## config.mk

```make
export PLATFORM = sky130hd
export DESIGN_NAME = sfce_top
export DESIGN_NICKNAME = d
export VERILOG_FILES = /design/src/common/sfce_pkg.sv /design/src/sfce_top.sv
export SDC_FILE = /design/constraint.sdc
export NUM_CORES = 1
export LEC_CHECK = 0
export BUFFER_PORTS_ARGS = -buffer_cell sky130_fd_sc_hd__buf_4
export CAP_MARGIN = 30
export CELL_PAD_IN_SITES_DETAIL_PLACEMENT = 2
export CELL_PAD_IN_SITES_GLOBAL_PLACEMENT = 2
export CORE_UTILIZATION = 24
export DETAILED_ROUTE_END_ITERATION = 10
export PLACE_DENSITY_LB_ADDON = 0.15
export REMOVE_ABC_BUFFERS = 1
export SETUP_SLACK_MARGIN = 0.02
export SKIP_LAST_GASP = 1
export SLEW_MARGIN = 0
export SYNTH_ARGS = -nofsm -noshare
export SYNTH_HDL_FRONTEND = slang
export SYNTH_SLANG_ARGS = --single-unit
```

## constraint.sdc

```tcl
create_clock -name mclk_i -period 1.25 [get_ports mclk_i]
set_input_delay 0.125 -clock mclk_i [delete_from_list [all_inputs] [get_ports mclk_i]]
set_output_delay 0.125 -clock mclk_i [all_outputs]
set_load 0.005 [all_outputs]
```

## src/common/sfce_pkg.sv

```systemverilog
// Constants and types for the servo fault code encoder
package sfce_pkg;
	// Fault classes presented by the monitors, one bit each
	localparam int FAULT_W = 10;
	localparam int F_OVERCURRENT = 0;
	localparam int F_FUSE = 1;
	localparam int F_REGEN = 2;
	localparam int F_POS_OVERFLOW = 3;
	localparam int F_BUS_VOLTAGE = 4;
	localparam int F_OVERSPEED = 5;
	localparam int F_OVERLOAD = 6;
	localparam int F_ABS_ENCODER = 7;
	localparam int F_REF_READ = 8;
	localparam int F_OVERRUN = 9;
	localparam int F_PARAM = 10;
	// Category code shown locally for parameter faults only
	localparam logic [3:0] CAT_PARAM = 4'h0;
	localparam logic [3:0] CAT_NONE = 4'hF;
	// Code line patterns {line3,line2,line1}, 1 = transistor on
	localparam logic [2:0] CODE_NONE = 3'h0;
	localparam logic [2:0] CODE_OC = 3'h1;
	localparam logic [2:0] CODE_FUSE = 3'h2;
	localparam logic [2:0] CODE_REGEN = 3'h3;
	localparam logic [2:0] CODE_VOLT = 3'h4;
	localparam logic [2:0] CODE_SPEED = 3'h5;
	localparam logic [2:0] CODE_OVLD = 3'h7;
	localparam int SYNC_W = 3;
	typedef enum logic [1:0] {
		SFCE_NORMAL,
		SFCE_ALARM,
		SFCE_UNDEF
	} sfce_state_e;
endpackage : sfce_pkg

```

## src/sfce_top.sv

```systemverilog
// Fault latch and alarm code encoder of the servo drive
//
// Notes on behaviour
// Overcurrent/overheat line1; fuse blown line2
// Regenerative failure drives lines 1 and 2
// Position error overflow drives lines 1,2
// Bus over/undervoltage drives only line3
// Overspeed drives lines 1 and 3
// Overload drives all three lines
// Absolute encoder fault: no lines, alarm flag
// Reference read failure: no lines, alarm
// Overrun or encoder disconnect: lines 1,3
// Parameter fault: no lines, show category
// Panel link failure: outputs undefined
// No fault: lines off, flag transistor on
// Any fault turns flag transistor off; a fault during an active clear is not latched
// Low clear input resets latched alarm
// Panel clear and power cycle clear too
// Fault stays latched until a clear
// First latched fault holds the code
`timescale 1ns/1ns
`default_nettype none
module sfce_top (
	input wire logic mclk_i,
	input wire logic nrst_i,
	// Fault pulses or levels from the monitors, same clock domain
	input wire logic [sfce_pkg::FAULT_W:0] fault_i,
	// Loss of link to the handheld operator panel, same clock domain
	input wire logic panel_link_fail_i,
	// Clear request from the operator panel, same clock domain
	input wire logic panel_clear_i,
	// Low-active clear pin from the host
	input wire logic fault_clear_n_i,
	// High when the flag output transistor conducts (normal state)
	output logic fault_flag_out_o,
	output logic code_line_1_o,
	output logic code_line_2_o,
	output logic code_line_3_o,
	output logic [3:0] category_o
);
	import sfce_pkg::*;

	logic [SYNC_W-1:0] clr_sync_q;
	logic [SYNC_W-1:0] clr_sync_d;
	logic clr_level_q;
	logic clr_level_d;
	sfce_state_e state_q;
	sfce_state_e state_d;
	logic [2:0] code_q;
	logic [2:0] code_d;
	logic [3:0] cat_q;
	logic [3:0] cat_d;
	logic flag_q;
	logic flag_d;
	logic clear_evt;

	// Maps the lowest-numbered active fault among bits 0-6 and 9 to its line pattern
	function automatic logic [2:0] fault_code(input logic [FAULT_W:0] f);
		logic [2:0] c;
		c = CODE_NONE;
		if (f[F_OVERCURRENT]) begin
			c = CODE_OC;
		end else if (f[F_FUSE]) begin
			c = CODE_FUSE;
		end else if (f[F_REGEN]) begin
			c = CODE_REGEN;
		end else if (f[F_POS_OVERFLOW]) begin
			c = CODE_REGEN;
		end else if (f[F_BUS_VOLTAGE]) begin
			c = CODE_VOLT;
		end else if (f[F_OVERSPEED]) begin
			c = CODE_SPEED;
		end else if (f[F_OVERLOAD]) begin
			c = CODE_OVLD;
		end else if (f[F_OVERRUN]) begin
			c = CODE_SPEED;
		end else begin
			c = CODE_NONE;
		end
		return c;
	endfunction : fault_code

	// Pin synchroniser: a level change counts once stages two and three agree
	always_comb begin
		clr_sync_d = {clr_sync_q[SYNC_W-2:0], fault_clear_n_i};
		clr_level_d = clr_level_q;
		if (clr_sync_q[1] == clr_sync_q[2]) begin
			clr_level_d = clr_sync_q[2];
		end
	end

	always_ff @(posedge mclk_i or negedge nrst_i) begin
		if (!nrst_i) begin
			clr_sync_q <= '1;
			clr_level_q <= 1'b1;
		end else begin
			clr_sync_q <= clr_sync_d;
			clr_level_q <= clr_level_d;
		end
	end

	// Host low level or panel command clears; power cycle is the reset itself
	assign clear_evt = !clr_level_q || panel_clear_i;

	always_comb begin
		state_d = state_q;
		code_d = code_q;
		cat_d = cat_q;
		flag_d = flag_q;
		case (state_q)
			SFCE_NORMAL: begin
				code_d = CODE_NONE;
				cat_d = CAT_NONE;
				flag_d = 1'b1;
				if (panel_link_fail_i) begin
					state_d = SFCE_UNDEF;
				end else if (|fault_i && !clear_evt) begin
					// Clear held low keeps the drive from latching
					state_d = SFCE_ALARM;
					code_d = fault_code(fault_i);
					cat_d = fault_i[F_PARAM] ? CAT_PARAM : CAT_NONE;
					flag_d = 1'b0;
				end
			end
			SFCE_ALARM: begin
				// Later faults ignored; held even after cause goes away
				if (clear_evt) begin
					state_d = SFCE_NORMAL;
					code_d = CODE_NONE;
					cat_d = CAT_NONE;
					flag_d = 1'b1;
				end else if (panel_link_fail_i) begin
					state_d = SFCE_UNDEF;
				end
			end
			SFCE_UNDEF: begin
				// Host must not trust the pins here; we hold alarm as the safe choice
				flag_d = 1'b0;
				code_d = CODE_NONE;
				if (!panel_link_fail_i && clear_evt) begin
					state_d = SFCE_NORMAL;
					flag_d = 1'b1;
					cat_d = CAT_NONE;
				end
			end
			default: begin
				state_d = SFCE_NORMAL;
				code_d = CODE_NONE;
				cat_d = CAT_NONE;
				flag_d = 1'b1;
			end
		endcase
	end

	always_ff @(posedge mclk_i or negedge nrst_i) begin
		if (!nrst_i) begin
			state_q <= SFCE_NORMAL;
			code_q <= CODE_NONE;
			cat_q <= CAT_NONE;
			flag_q <= 1'b1;
		end else begin
			state_q <= state_d;
			code_q <= code_d;
			cat_q <= cat_d;
			flag_q <= flag_d;
		end
	end

	always_comb begin
		fault_flag_out_o = flag_q;
		code_line_1_o = code_q[0];
		code_line_2_o = code_q[1];
		code_line_3_o = code_q[2];
		category_o = cat_q;
	end
endmodule : sfce_top
`default_nettype wire
```

==> metrics.csv, run 1 <==
stage,metric,value,unit
routing,WL final,1575,µm
min_path,hold depth,2,
yosys,Post-Syn Instances,51,
sta,Worst slew margin,0.6980,
routing,wire per inst,13.02,µm
sta,final setup margin,-0.09326,ns
placement,GPL Wtd Cong,0.7396,
critical_path,RR Startpoint,clr_level_q,
yosys,Synth Warn #,0,
placement,hpwl dp,1236,µm
clock_tree,CTS root buffer,clkbuf_4,
grt,largest net degree at the start of global routing,12,
critical_path,critical path class,reg2reg,
pwr,maximum vdd drop,0.0004388,V
floorplan,Core Rows,17,
cells_and_area,nets,110,
critical_path,Slowest Stage Delay on Critical Path,0.56,ns
pwr,PwrDens,868.1,nW/µm²
cells_and_area,Antenna Cells,0,
critical_path,WP data required,1.44,ns
critical_path,Worst path top cell family by delay,flip-flops,
cells_and_area,Layout area overhead,70.80,%
floorplan,die height,50.55,µm
sta,crit path time final,1.343,ns
floorplan,Top Ports,24,
floorplan,die area,2555,µm²
min_path,Worst Hold End,code_q[1],
critical_path,R2R depth,5,
yosys,Avg Inst Size Synth,11.09,µm²
yosys,Synth Cell Area,565.5,µm²
critical_path,reg-to-reg endpoint,code_q[1],
routing,DR DRC count,0,
critical_path,WP buf/inv,1,
placement,area post-placement,852.1,µm²
grt,Total GRT Usage,0.1438,
critical_path,crit path DAT,1.53,ns
routing,drt first pass iters,4,
min_path,min-delay src,fault_i[0],
routing,iteration-0 DRC count of the detailed router,3,
cells_and_area,Final Instance Area,965.9,µm²
clock_tree,CTS Buf Count,3,
grt,grt ovf,0,
grt,vias in the first global route,594,
routing,Vias/cell,4.669,
pwr,P_leak,0.4659,nW
clock_tree,CTS tree,done,
routing,routed vias,565,
sta,fmax,744.5,MHz
yosys,"Seq/Total Area, Yosys",0.5000,
critical_path,CP Max Fanout,4,
clock_tree,Max H-tree Level,1,
cells_and_area,ratio of cells with drive above 1 in the final layout,0.6129,
clock_tree,CTS max path bufs,2,
grt,global-route wire length before repair,2635,µm
floorplan,Core Footprint,2212,µm²
run_status,failing checks,negative setup slack,
placement,I/O Buffers,23,
sta,unrepaired setup endpoints after global routing,true,
sta,final count of hold timing violations,0,
critical_path,Worst setup EP type,flip-flop,
routing,DRT antenna net count,0,
flow_run,max cap viols,0,
sta,WHS,0.04459,ns
floorplan,Die Wd,50.55,µm
clock_tree,Worst-path clk slew,0.07,ns
critical_path,critical-path cell list,nand2b_4 -> nor4_4 -> buf_4 -> o41ai_4 -> o31ai_1,
sta,period utilisation layout,1.075,
run_status,outcome,finished with violations,
yosys,Netlist cell types,28,
floorplan,Starting Density,0.2557,
sta,Max Transition Viols Final,0,
critical_path,"Slowest-stage cell, CP",dfstp_2,
cells_and_area,filler cell count,261,
yosys,#FFs+latches synth,11,
clock_tree,clock sinks,11,
grt,initial antenna violation count,0,
critical_path,R2R Setup Slk,-0.09,ns
min_path,Hold Path Class,in2reg,
sta,Slew @ Worst Pin,0.4416,ns
clock_tree,clock latency on the worst-skew pair,0.27,ns
cells_and_area,multi-input logic area,282.8,µm²
sta,skew final,0.003712,ns
cells_and_area,sequential cell area,282.8,µm²
critical_path,Startpoint Class,flip-flop,
sta,final setup fails,6,
-- layout by cell type, fill, tap and decap left out --
cell and count:
buf_4 37, nand2_1 6, dfstp_2 6, dfrtp_1 5, clkbuf_4 3, buf_6 3, nand2b_4 2, nand2b_1 2
a21o_1 2, nor2_1 2, inv_1 2, nor3_1 2, dlygate4sd3_1 2, maj3_1 1, nor2b_2 1, nand3b_1 1
o21ai_2 1, nor4_4 1, or4_4 1, nor4_1 1, nor3b_4 1, a32o_1 1, o41ai_4 1, a22o_1 1
a2111oi_0 1, o31ai_1 1, o21ai_0 1, a21oi_1 1, o21ai_1 1, a32oi_1 1, a2bb2oi_1 1, clkbuf_1 1
-- synthesized netlist by cell type (all sizes together) --
library cell,instances,area [µm²]
dfstp,6,157.7
nand2,6,22.52
dfrtp,5,125.1
nand2b,4,32.53
buf,3,22.52
o21ai,3,15.01
a21o,2,15.01
inv,2,7.510
nor2,2,7.510
nor3,2,10.01
nor4,2,18.77
a2111oi,1,8.760
a21oi,1,5.000
a22o,1,8.760
a2bb2oi,1,8.760
a32o,1,10.01
a32oi,1,8.760
clkbuf,1,3.750
maj3,1,10.01
nand3b,1,7.510
nor2b,1,6.260
nor3b,1,7.510
o31ai,1,7.510
o41ai,1,27.53
or4,1,11.26
-- where the power goes --
part	internal [mW]	total, mW	switching [mW]
clock	0.124	0.247	0.123
sequential	0.386	0.400	0.0146
combinational	0.113	0.192	0.0785
total	0.623	0.838	0.216
-- metal layers --
metal	up-vias	global-route usage	wire (µm)	share of wire
met2	24	0.2400	794	0.50
met5	-	0	0	0
met4	0	0.06944	26	0.017
li1	268	-	-	-
met1	271	0.1742	653	0.41
met3	2	0.03030	100	0.063
-- final cells by class --
type / instances / area share
flip-flops and latches: 11 / 0.2927
clock buffers: 4 / 0.02720
multi-input cells: 34 / 0.2927
inverters: 2 / 0.007772
repair buffers: 42 / 0.3433
well taps: 28 / 0.03627
-- registers in the layout, indices dropped and copies added, names as in the netlist --
name / flops
category_o: 1
clr_level_q: 1
clr_sync_q: 3
code_q: 3
fault_flag_out_o: 1
state_q: 2
-- worst reg2reg max path, stage by stage, from the launching register on --
cell and delay (ns):
dfstp_2 0.56, nand2b_4 0.07, nor4_4 0.14, buf_4 0.17
o41ai_4 0.09, o31ai_1 0.23
-- through the flow --
step,instances,setup TNS (ns),setup slack (ns),util,total power [mW]
2_1_floorplan,47,-0.2958,-0.1183,-,0.4513
3_3_place_gp,112,-0.9418,-0.2351,0.3852,0.5629
3_5_place_dp,112,-1.084,-0.2645,0.3852,0.5680
4_1_cts,118,-0.4043,-0.1170,0.4135,0.8424
5_1_grt,121,-0.7948,-0.1895,0.4367,0.8918
6_report,121,-0.3337,-0.09326,0.4367,0.8385
-- cell families after synthesis --
group / after synthesis / share of synthesized area
buffers and inverters: 6 / 0.05973
DFF: 11 / 0.5000
adders and majority gates: 1 / 0.01770
AOI/OAI and AO/OA: 13 / 0.2035
and+or+nand+nor: 20 / 0.2190
-- what timing repair did --
action                                  CTS  global route
resized for setup                         2             8
endpoints found under the setup margin    6             7
pin swaps                                 0             4
hold endpoints to repair                 12             0
buffers inserted                          0             3
hold buffers                              2             0
-- worst max path at each step --
stage | endpoint | slack, ns | depth (start not counted) | from
final | code_q[1] | -0.09 | 5 | clr_level_q
after global routing | code_q[1] | -0.19 | 5 | clr_level_q
after CTS | code_q[1] | -0.12 | 5 | clr_level_q
after floorplan | code_q[1] | -0.12 | 4 | clr_level_q
after detailed placement | code_q[1] | -0.26 | 5 | fault_i[4]
after global placement | fault_flag_out_o | -0.24 | 5 | fault_i[4]
Note: power is estimated with default switching activity, not from simulation.
==> run 2: changes to the inputs <==
==> constraint.sdc (replaced) <==
create_clock -name mclk_i -period 1.25 [get_ports mclk_i]
set_input_delay 0.0625 -clock mclk_i [delete_from_list [all_inputs] [get_ports mclk_i]]
set_output_delay 0.0625 -clock mclk_i [all_outputs]
set_load 0.005 [all_outputs]
==> metrics.csv, run 2 (synthesized netlist as in run 1, its figures left out) <==
stage,metric,value,unit
run_status,outcome,finished with violations,
run_status,failing checks,negative setup slack,
pwr,P_leak,0.4354,nW
floorplan,Top Ports,24,
cells_and_area,"commonest non-fill, non-tap cell in the layout",buf_4,
grt,largest net degree at the start of global routing,12,
flow_run,max cap viols,0,
pwr,maximum vdd drop,0.0005561,V
clock_tree,CTS tree,done,
routing,Vias/cell,4.726,
cells_and_area,nets,106,
sta,WHS,0.07573,ns
pwr,Cell Int Power,613.9,µW
cells_and_area,Antenna Cells,0,
placement,area post-placement,829.5,µm²
critical_path,R2R depth,4,
min_path,Hold Path Class,in2reg,
routing,drt first pass iters,3,
clock_tree,CTS Buf Count,3,
pwr,Comb power frac,0.215,
pwr,sw frac,0.2468,
cells_and_area,Final Instance Area,920.9,µm²
sta,crit path time final,1.368,ns
grt,initial antenna violation count,0,
sta,period utilisation layout,1.094,
sta,Worst slew margin,0.7051,
routing,iteration-0 DRC count of the detailed router,3,
clock_tree,Worst-path clk slew,0.07,ns
critical_path,reg-to-reg endpoint,code_q[1],
floorplan,Starting Density,0.2557,
pwr,sequential power share,0.492,
sta,Post-Route Setup TNS,-0.3259,ns
sta,final setup margin,-0.1175,ns
pwr,clock share of power,0.293,
routing,DR DRC count,0,
pwr,PwrDens,885.0,nW/µm²
sta,final count of hold timing violations,0,
critical_path,Startpoint Class,flip-flop,
grt,grt ovf,0,
critical_path,Worst setup EP type,flip-flop,
sta,final setup fails,5,
floorplan,Core Rows,17,
routing,DRT antenna net count,0,
routing,routed vias,553,
min_path,min-delay src,fault_i[10],
placement,I/O Buffers,23,
cells_and_area,"commonest non-fill, non-tap cells in the layout","buf_4 (35), nand2_1 (6), dfstp_2 (6)",
floorplan,die area,2555,µm²
sta,fmax,731.3,MHz
sta,Slew @ Worst Pin,0.4312,ns
clock_tree,CTS max path bufs,2,
clock_tree,Max H-tree Level,1,
grt,Total GRT Usage,0.1429,
critical_path,CP Max Fanout,4,
cells_and_area,top flop regs,"clr_sync_q: 3 flops, code_q: 3 flops, state_q: 2 flops",
sta,Max Transition Viols Final,0,
cells_and_area,filler cell count,260,
min_path,hold depth,3,
grt,vias in the first global route,572,
critical_path,crit path DAT,1.54,ns
floorplan,die height,50.55,µm
critical_path,critical path class,reg2reg,
placement,hpwl dp,1187,µm
placement,GPL Wtd Cong,0.6973,
routing,wire per inst,12.56,µm
floorplan,Core Footprint,2212,µm²
cells_and_area,ratio of cells with drive above 1 in the final layout,0.5843,
routing,WL final,1469,µm
clock_tree,CTS root buffer,clkbuf_4,
critical_path,RR Startpoint,clr_level_q,
clock_tree,clock sinks,11,
cells_and_area,Layout area overhead,62.83,%
clock_tree,clock latency on the worst-skew pair,0.27,ns
sta,unrepaired setup endpoints after global routing,true,
critical_path,R2R Setup Slk,-0.12,ns
pwr,net load switching power,201.1,µW
critical_path,WP data required,1.42,ns
floorplan,Die Wd,50.55,µm
sta,skew final,0.005711,ns
min_path,Worst Hold End,category_o[2],
grt,global-route wire length before repair,2594,µm
-- run 2: cell count changes in the layout (fill, tap and decap cells not counted) --
cell / previous run / this run
buf_6: 3 / 0
nor3b_4: 1 / 0
buf_4: 37 / 35
o21ai_1: 1 / 0
dlygate4sd3_1: 2 / 3
nor3b_2: 0 / 1
o21ai_0: 1 / 2
-- run 2: worst max path at each step --
stage	from	endpoint	slack, ns	depth (start not counted)
3_5_place_dp	clr_level_q	code_q[1]	-0.23	4
4_1_cts	clr_level_q	code_q[1]	-0.12	4
2_1_floorplan	clr_level_q	code_q[1]	-0.12	4
3_3_place_gp	clr_level_q	code_q[1]	-0.28	4
6_report	clr_level_q	code_q[1]	-0.12	4
5_1_grt	clr_level_q	code_q[1]	-0.22	4
-- run 2: cell type report --
class / count / area, µm² / area share
Multi-Input combinational cell: 34 / 276.5 / 0.3003
Timing Repair Buffer: 38 / 292.8 / 0.3179
Clock buffer: 4 / 26.28 / 0.02853
Sequential cell: 11 / 282.8 / 0.3071
Inverter: 2 / 7.507 / 0.008152
Tap cell: 28 / 35.03 / 0.03804
-- run 2: repair_timing --
item	CTS	global route
buffers inserted	2	1
pin swaps	3	2
setup endpoints to repair	6	6
hold buffers	3	0
resized for setup	4	1
hold endpoints to repair	13	0
-- run 2: worst max-delay path: stages (launching register included) --
cell,delay [ns]
dfstp_2,0.55
nand2b_4,0.06
nor4_4,0.23
o41ai_4,0.17
o31ai_1,0.26
-- run 2: metrics by stage --
stage / util / power [mW] / std cells / setup WS [ns]
after CTS: 0.4146 / 0.8362 / 117 / -0.1156
after floorplan: - / 0.4513 / 47 / -0.1183
final: 0.4163 / 0.8150 / 117 / -0.1175
after global routing: 0.4163 / 0.8761 / 117 / -0.2241
after global placement: 0.3750 / 0.5608 / 109 / -0.2800
after detailed placement: 0.3750 / 0.5650 / 109 / -0.2331
-- run 2: metal layers --
| layer | global-route usage | up-vias | wire, µm |
|---|---|---|---|
| met4 | 0.06944 | 0 | 15 |
| met2 | 0.2400 | 26 | 768 |
| met1 | 0.1623 | 266 | 586 |
| met5 | 0 | - | 0 |
| li1 | - | 259 | - |
| met3 | 0.04545 | 2 | 98 |
-- run 2: power by group through the flow --
| stage | registers [mW] | logic, mW | clock network (mW) |
|---|---|---|---|
| after floorplan | 0.407 | 0.0446 | 0 |
| after global placement | 0.402 | 0.159 | 0 |
| after detailed placement | 0.404 | 0.161 | 0 |
| after CTS | 0.401 | 0.177 | 0.258 |
| after global routing | 0.403 | 0.193 | 0.280 |
| final | 0.401 | 0.175 | 0.239 |
==> run 3: changes to the inputs <==
--- a/config.mk
+++ b/config.mk
@@ -11,9 +11,9 @@
 export CELL_PAD_IN_SITES_GLOBAL_PLACEMENT = 2
 export CORE_UTILIZATION = 24
 export DETAILED_ROUTE_END_ITERATION = 10
+export MAX_ROUTING_LAYER = met4
 export PLACE_DENSITY_LB_ADDON = 0.15
 export REMOVE_ABC_BUFFERS = 1
-export SETUP_SLACK_MARGIN = 0.02
 export SKIP_LAST_GASP = 1
 export SLEW_MARGIN = 0
 export SYNTH_ARGS = -nofsm -noshare
==> constraint.sdc (replaced) <==
create_clock -name mclk_i -period 1.1 [get_ports mclk_i]
set_input_delay 0.055 -clock mclk_i [delete_from_list [all_inputs] [get_ports mclk_i]]
set_output_delay 0.055 -clock mclk_i [all_outputs]
set_load 0.005 [all_outputs]
==> metrics.csv, run 3 (synthesized netlist as in run 1, its figures left out) <==
stage,metric,value,unit
run_status,outcome,finished with violations,
run_status,failing checks,negative setup slack,
sta,Slew @ Worst Pin,0.3996,ns
routing,drt first pass iters,3,
clock_tree,CTS max path bufs,2,
sta,Worst slew margin,0.7267,
pwr,P_leak,0.4764,nW
sta,period utilisation layout,1.246,
floorplan,Starting Density,0.2557,
sta,final setup fails,7,
critical_path,CP Max Fanout,2,
cells_and_area,Layout area overhead,74.78,%
cells_and_area,nets,111,
critical_path,RR Startpoint,clr_level_q,
sta,Max Transition Viols Final,0,
pwr,sequential power share,0.465,
sta,crit path time final,1.370,ns
critical_path,R2R Setup Slk,-0.27,ns
min_path,min-delay src,fault_i[0],
placement,I/O Buffers,23,
routing,wire per inst,14.42,µm
floorplan,Top Ports,24,
sta,final setup margin,-0.2704,ns
pwr,maximum vdd drop,0.0006300,V
clock_tree,CTS Buf Count,3,
clock_tree,CTS root buffer,clkbuf_4,
placement,placed cells,115,
routing,iteration-0 DRC count of the detailed router,7,
grt,initial antenna violation count,0,
cells_and_area,Post-Layout Cell Count,122,
cells_and_area,multi-input logic area,281.5,µm²
critical_path,Slowest Stage Delay on Critical Path,0.56,ns
cells_and_area,Antenna Cells,0,
placement,pre-CTS worst setup slack,-0.4334,ns
critical_path,Startpoint Class,flip-flop,
grt,vias in the first global route,642,
sta,WHS,0.06691,ns
cells_and_area,top flop regs,"clr_sync_q: 3 flops, code_q: 3 flops, state_q: 2 flops",
min_path,Hold Path Class,in2reg,
grt,Total GRT Usage,0.1680,
pwr,Cell Int Power,715.1,µW
routing,Vias/cell,4.582,
pwr,Comb power frac,0.241,
cells_and_area,"commonest non-fill, non-tap cell in the layout",buf_4,
pwr,clock share of power,0.294,
sta,final count of hold timing violations,0,
critical_path,first element of the critical path,clr_level_q,
clock_tree,clock latency on the worst-skew pair,0.27,ns
routing,WL final,1759,µm
clock_tree,Worst-path clk slew,0.08,ns
cells_and_area,sequential cell area,282.8,µm²
critical_path,critical path class,reg2reg,
floorplan,Core Rows,17,
floorplan,Die Wd,50.55,µm
cells_and_area,"commonest non-fill, non-tap cells in the layout","buf_4 (34), buf_6 (7), nand2_1 (6), dfstp_2 (6), dfrtp_1 (5)",
grt,global-route wire length before repair,2911,µm
placement,GPL Wtd Cong,0.7463,
critical_path,Worst setup EP type,flip-flop,
routing,routed vias,559,
grt,grt ovf,0,
clock_tree,clock sinks,11,
critical_path,R2R depth,6,
placement,hpwl dp,1395,µm
pwr,net load switching power,264.8,µW
floorplan,Core Footprint,2212,µm²
sta,skew final,0.001711,ns
critical_path,critical-path cell list,buf_4 -> buf_6 -> nor2b_4 -> a21o_1 -> nand2_1 -> a22o_1,
cells_and_area,ratio of cells with drive above 1 in the final layout,0.6277,
sta,fmax,729.7,MHz
sta,unrepaired setup endpoints after global routing,true,
pwr,PwrDens,991.4,nW/µm²
critical_path,crit path DAT,1.58,ns
critical_path,WP data required,1.30,ns
cells_and_area,filler cell count,248,
min_path,Worst Hold End,code_q[1],
floorplan,die height,50.55,µm
routing,DR DRC count,0,
clock_tree,CTS tree,done,
min_path,hold depth,3,
critical_path,"Slowest-stage cell, CP",dfstp_2,
critical_path,reg-to-reg endpoint,fault_flag_out_o,
clock_tree,Max H-tree Level,1,
routing,DRT antenna net count,0,
grt,largest net degree at the start of global routing,12,
pwr,sw frac,0.2702,
flow_run,max cap viols,0,
floorplan,die area,2555,µm²
## run 3: cell count changes in the layout (fill, tap and decap cells not counted), sizes merged
cell,delta
buf,+6
clkbuf,-1
clkinv,+1
dlygate4sd3,-1
## run 3: metal layers
layer / track usage / vias up / wire length, µm
met5: - / - / 0
met4: 0.02778 / 0 / 5
met3: 0.05758 / 2 / 98
met2: 0.3089 / 24 / 955
met1: 0.1742 / 263 / 700
li1: - / 270 / -
## run 3: worst max-delay path: cells and delay by family, from the launching register on
family                 cells  cell delay [ns]
AOI/OAI and AO/OA          2             0.35
buffers and inverters      2             0.19
DFF                        1             0.56
and+or+nand+nor            2             0.20
## run 3: cell type report
type	count	area share
Multi-Input combinational cell	34	0.2848
Sequential cell	11	0.2861
Clock buffer	3	0.02278
Timing Repair Buffer	43	0.3582
Inverter	2	0.007595
Tap cell	28	0.03544
Clock inverter	1	0.005063
## run 3: worst max-delay path by stage
stage	to	slack, ns	depth (start not counted)
6_report	fault_flag_out_o	-0.27	6
5_1_grt	code_q[1]	-0.36	4
2_1_floorplan	code_q[1]	-0.27	4
4_1_cts	code_q[1]	-0.29	4
3_3_place_gp	code_q[1]	-0.35	4
3_5_place_dp	code_q[1]	-0.43	4
## run 3: what timing repair did
item	in CTS	in global routing
resized for setup	6	8
pin swaps	1	1
endpoints found under the hold margin	12	0
setup buffers	1	1
hold buffers	2	0
cloned	0	0
endpoints found under the setup margin	7	11
## run 3: stage by stage
step	util	power, mW	cell area, µm²	TNS, ns
after floorplan	-	0.5128	539.3	-1.132
after global placement	0.3954	0.6528	874.6	-1.657
after detailed placement	0.3954	0.6597	874.6	-2.028
after CTS	0.4299	0.9757	950.9	-1.347
after global routing	0.4468	1.046	988.4	-1.817
final	0.4468	0.9799	988.4	-1.402
## run 3: power by group through the flow
stage          Sequential (mW)  Clock, mW  Combinational [mW]
5_1_grt                  0.459      0.330               0.257
4_1_cts                  0.456      0.299               0.221
6_report                 0.456      0.288               0.236
3_5_place_dp             0.458          0               0.201
3_3_place_gp             0.457          0               0.196
2_1_floorplan            0.462          0              0.0506
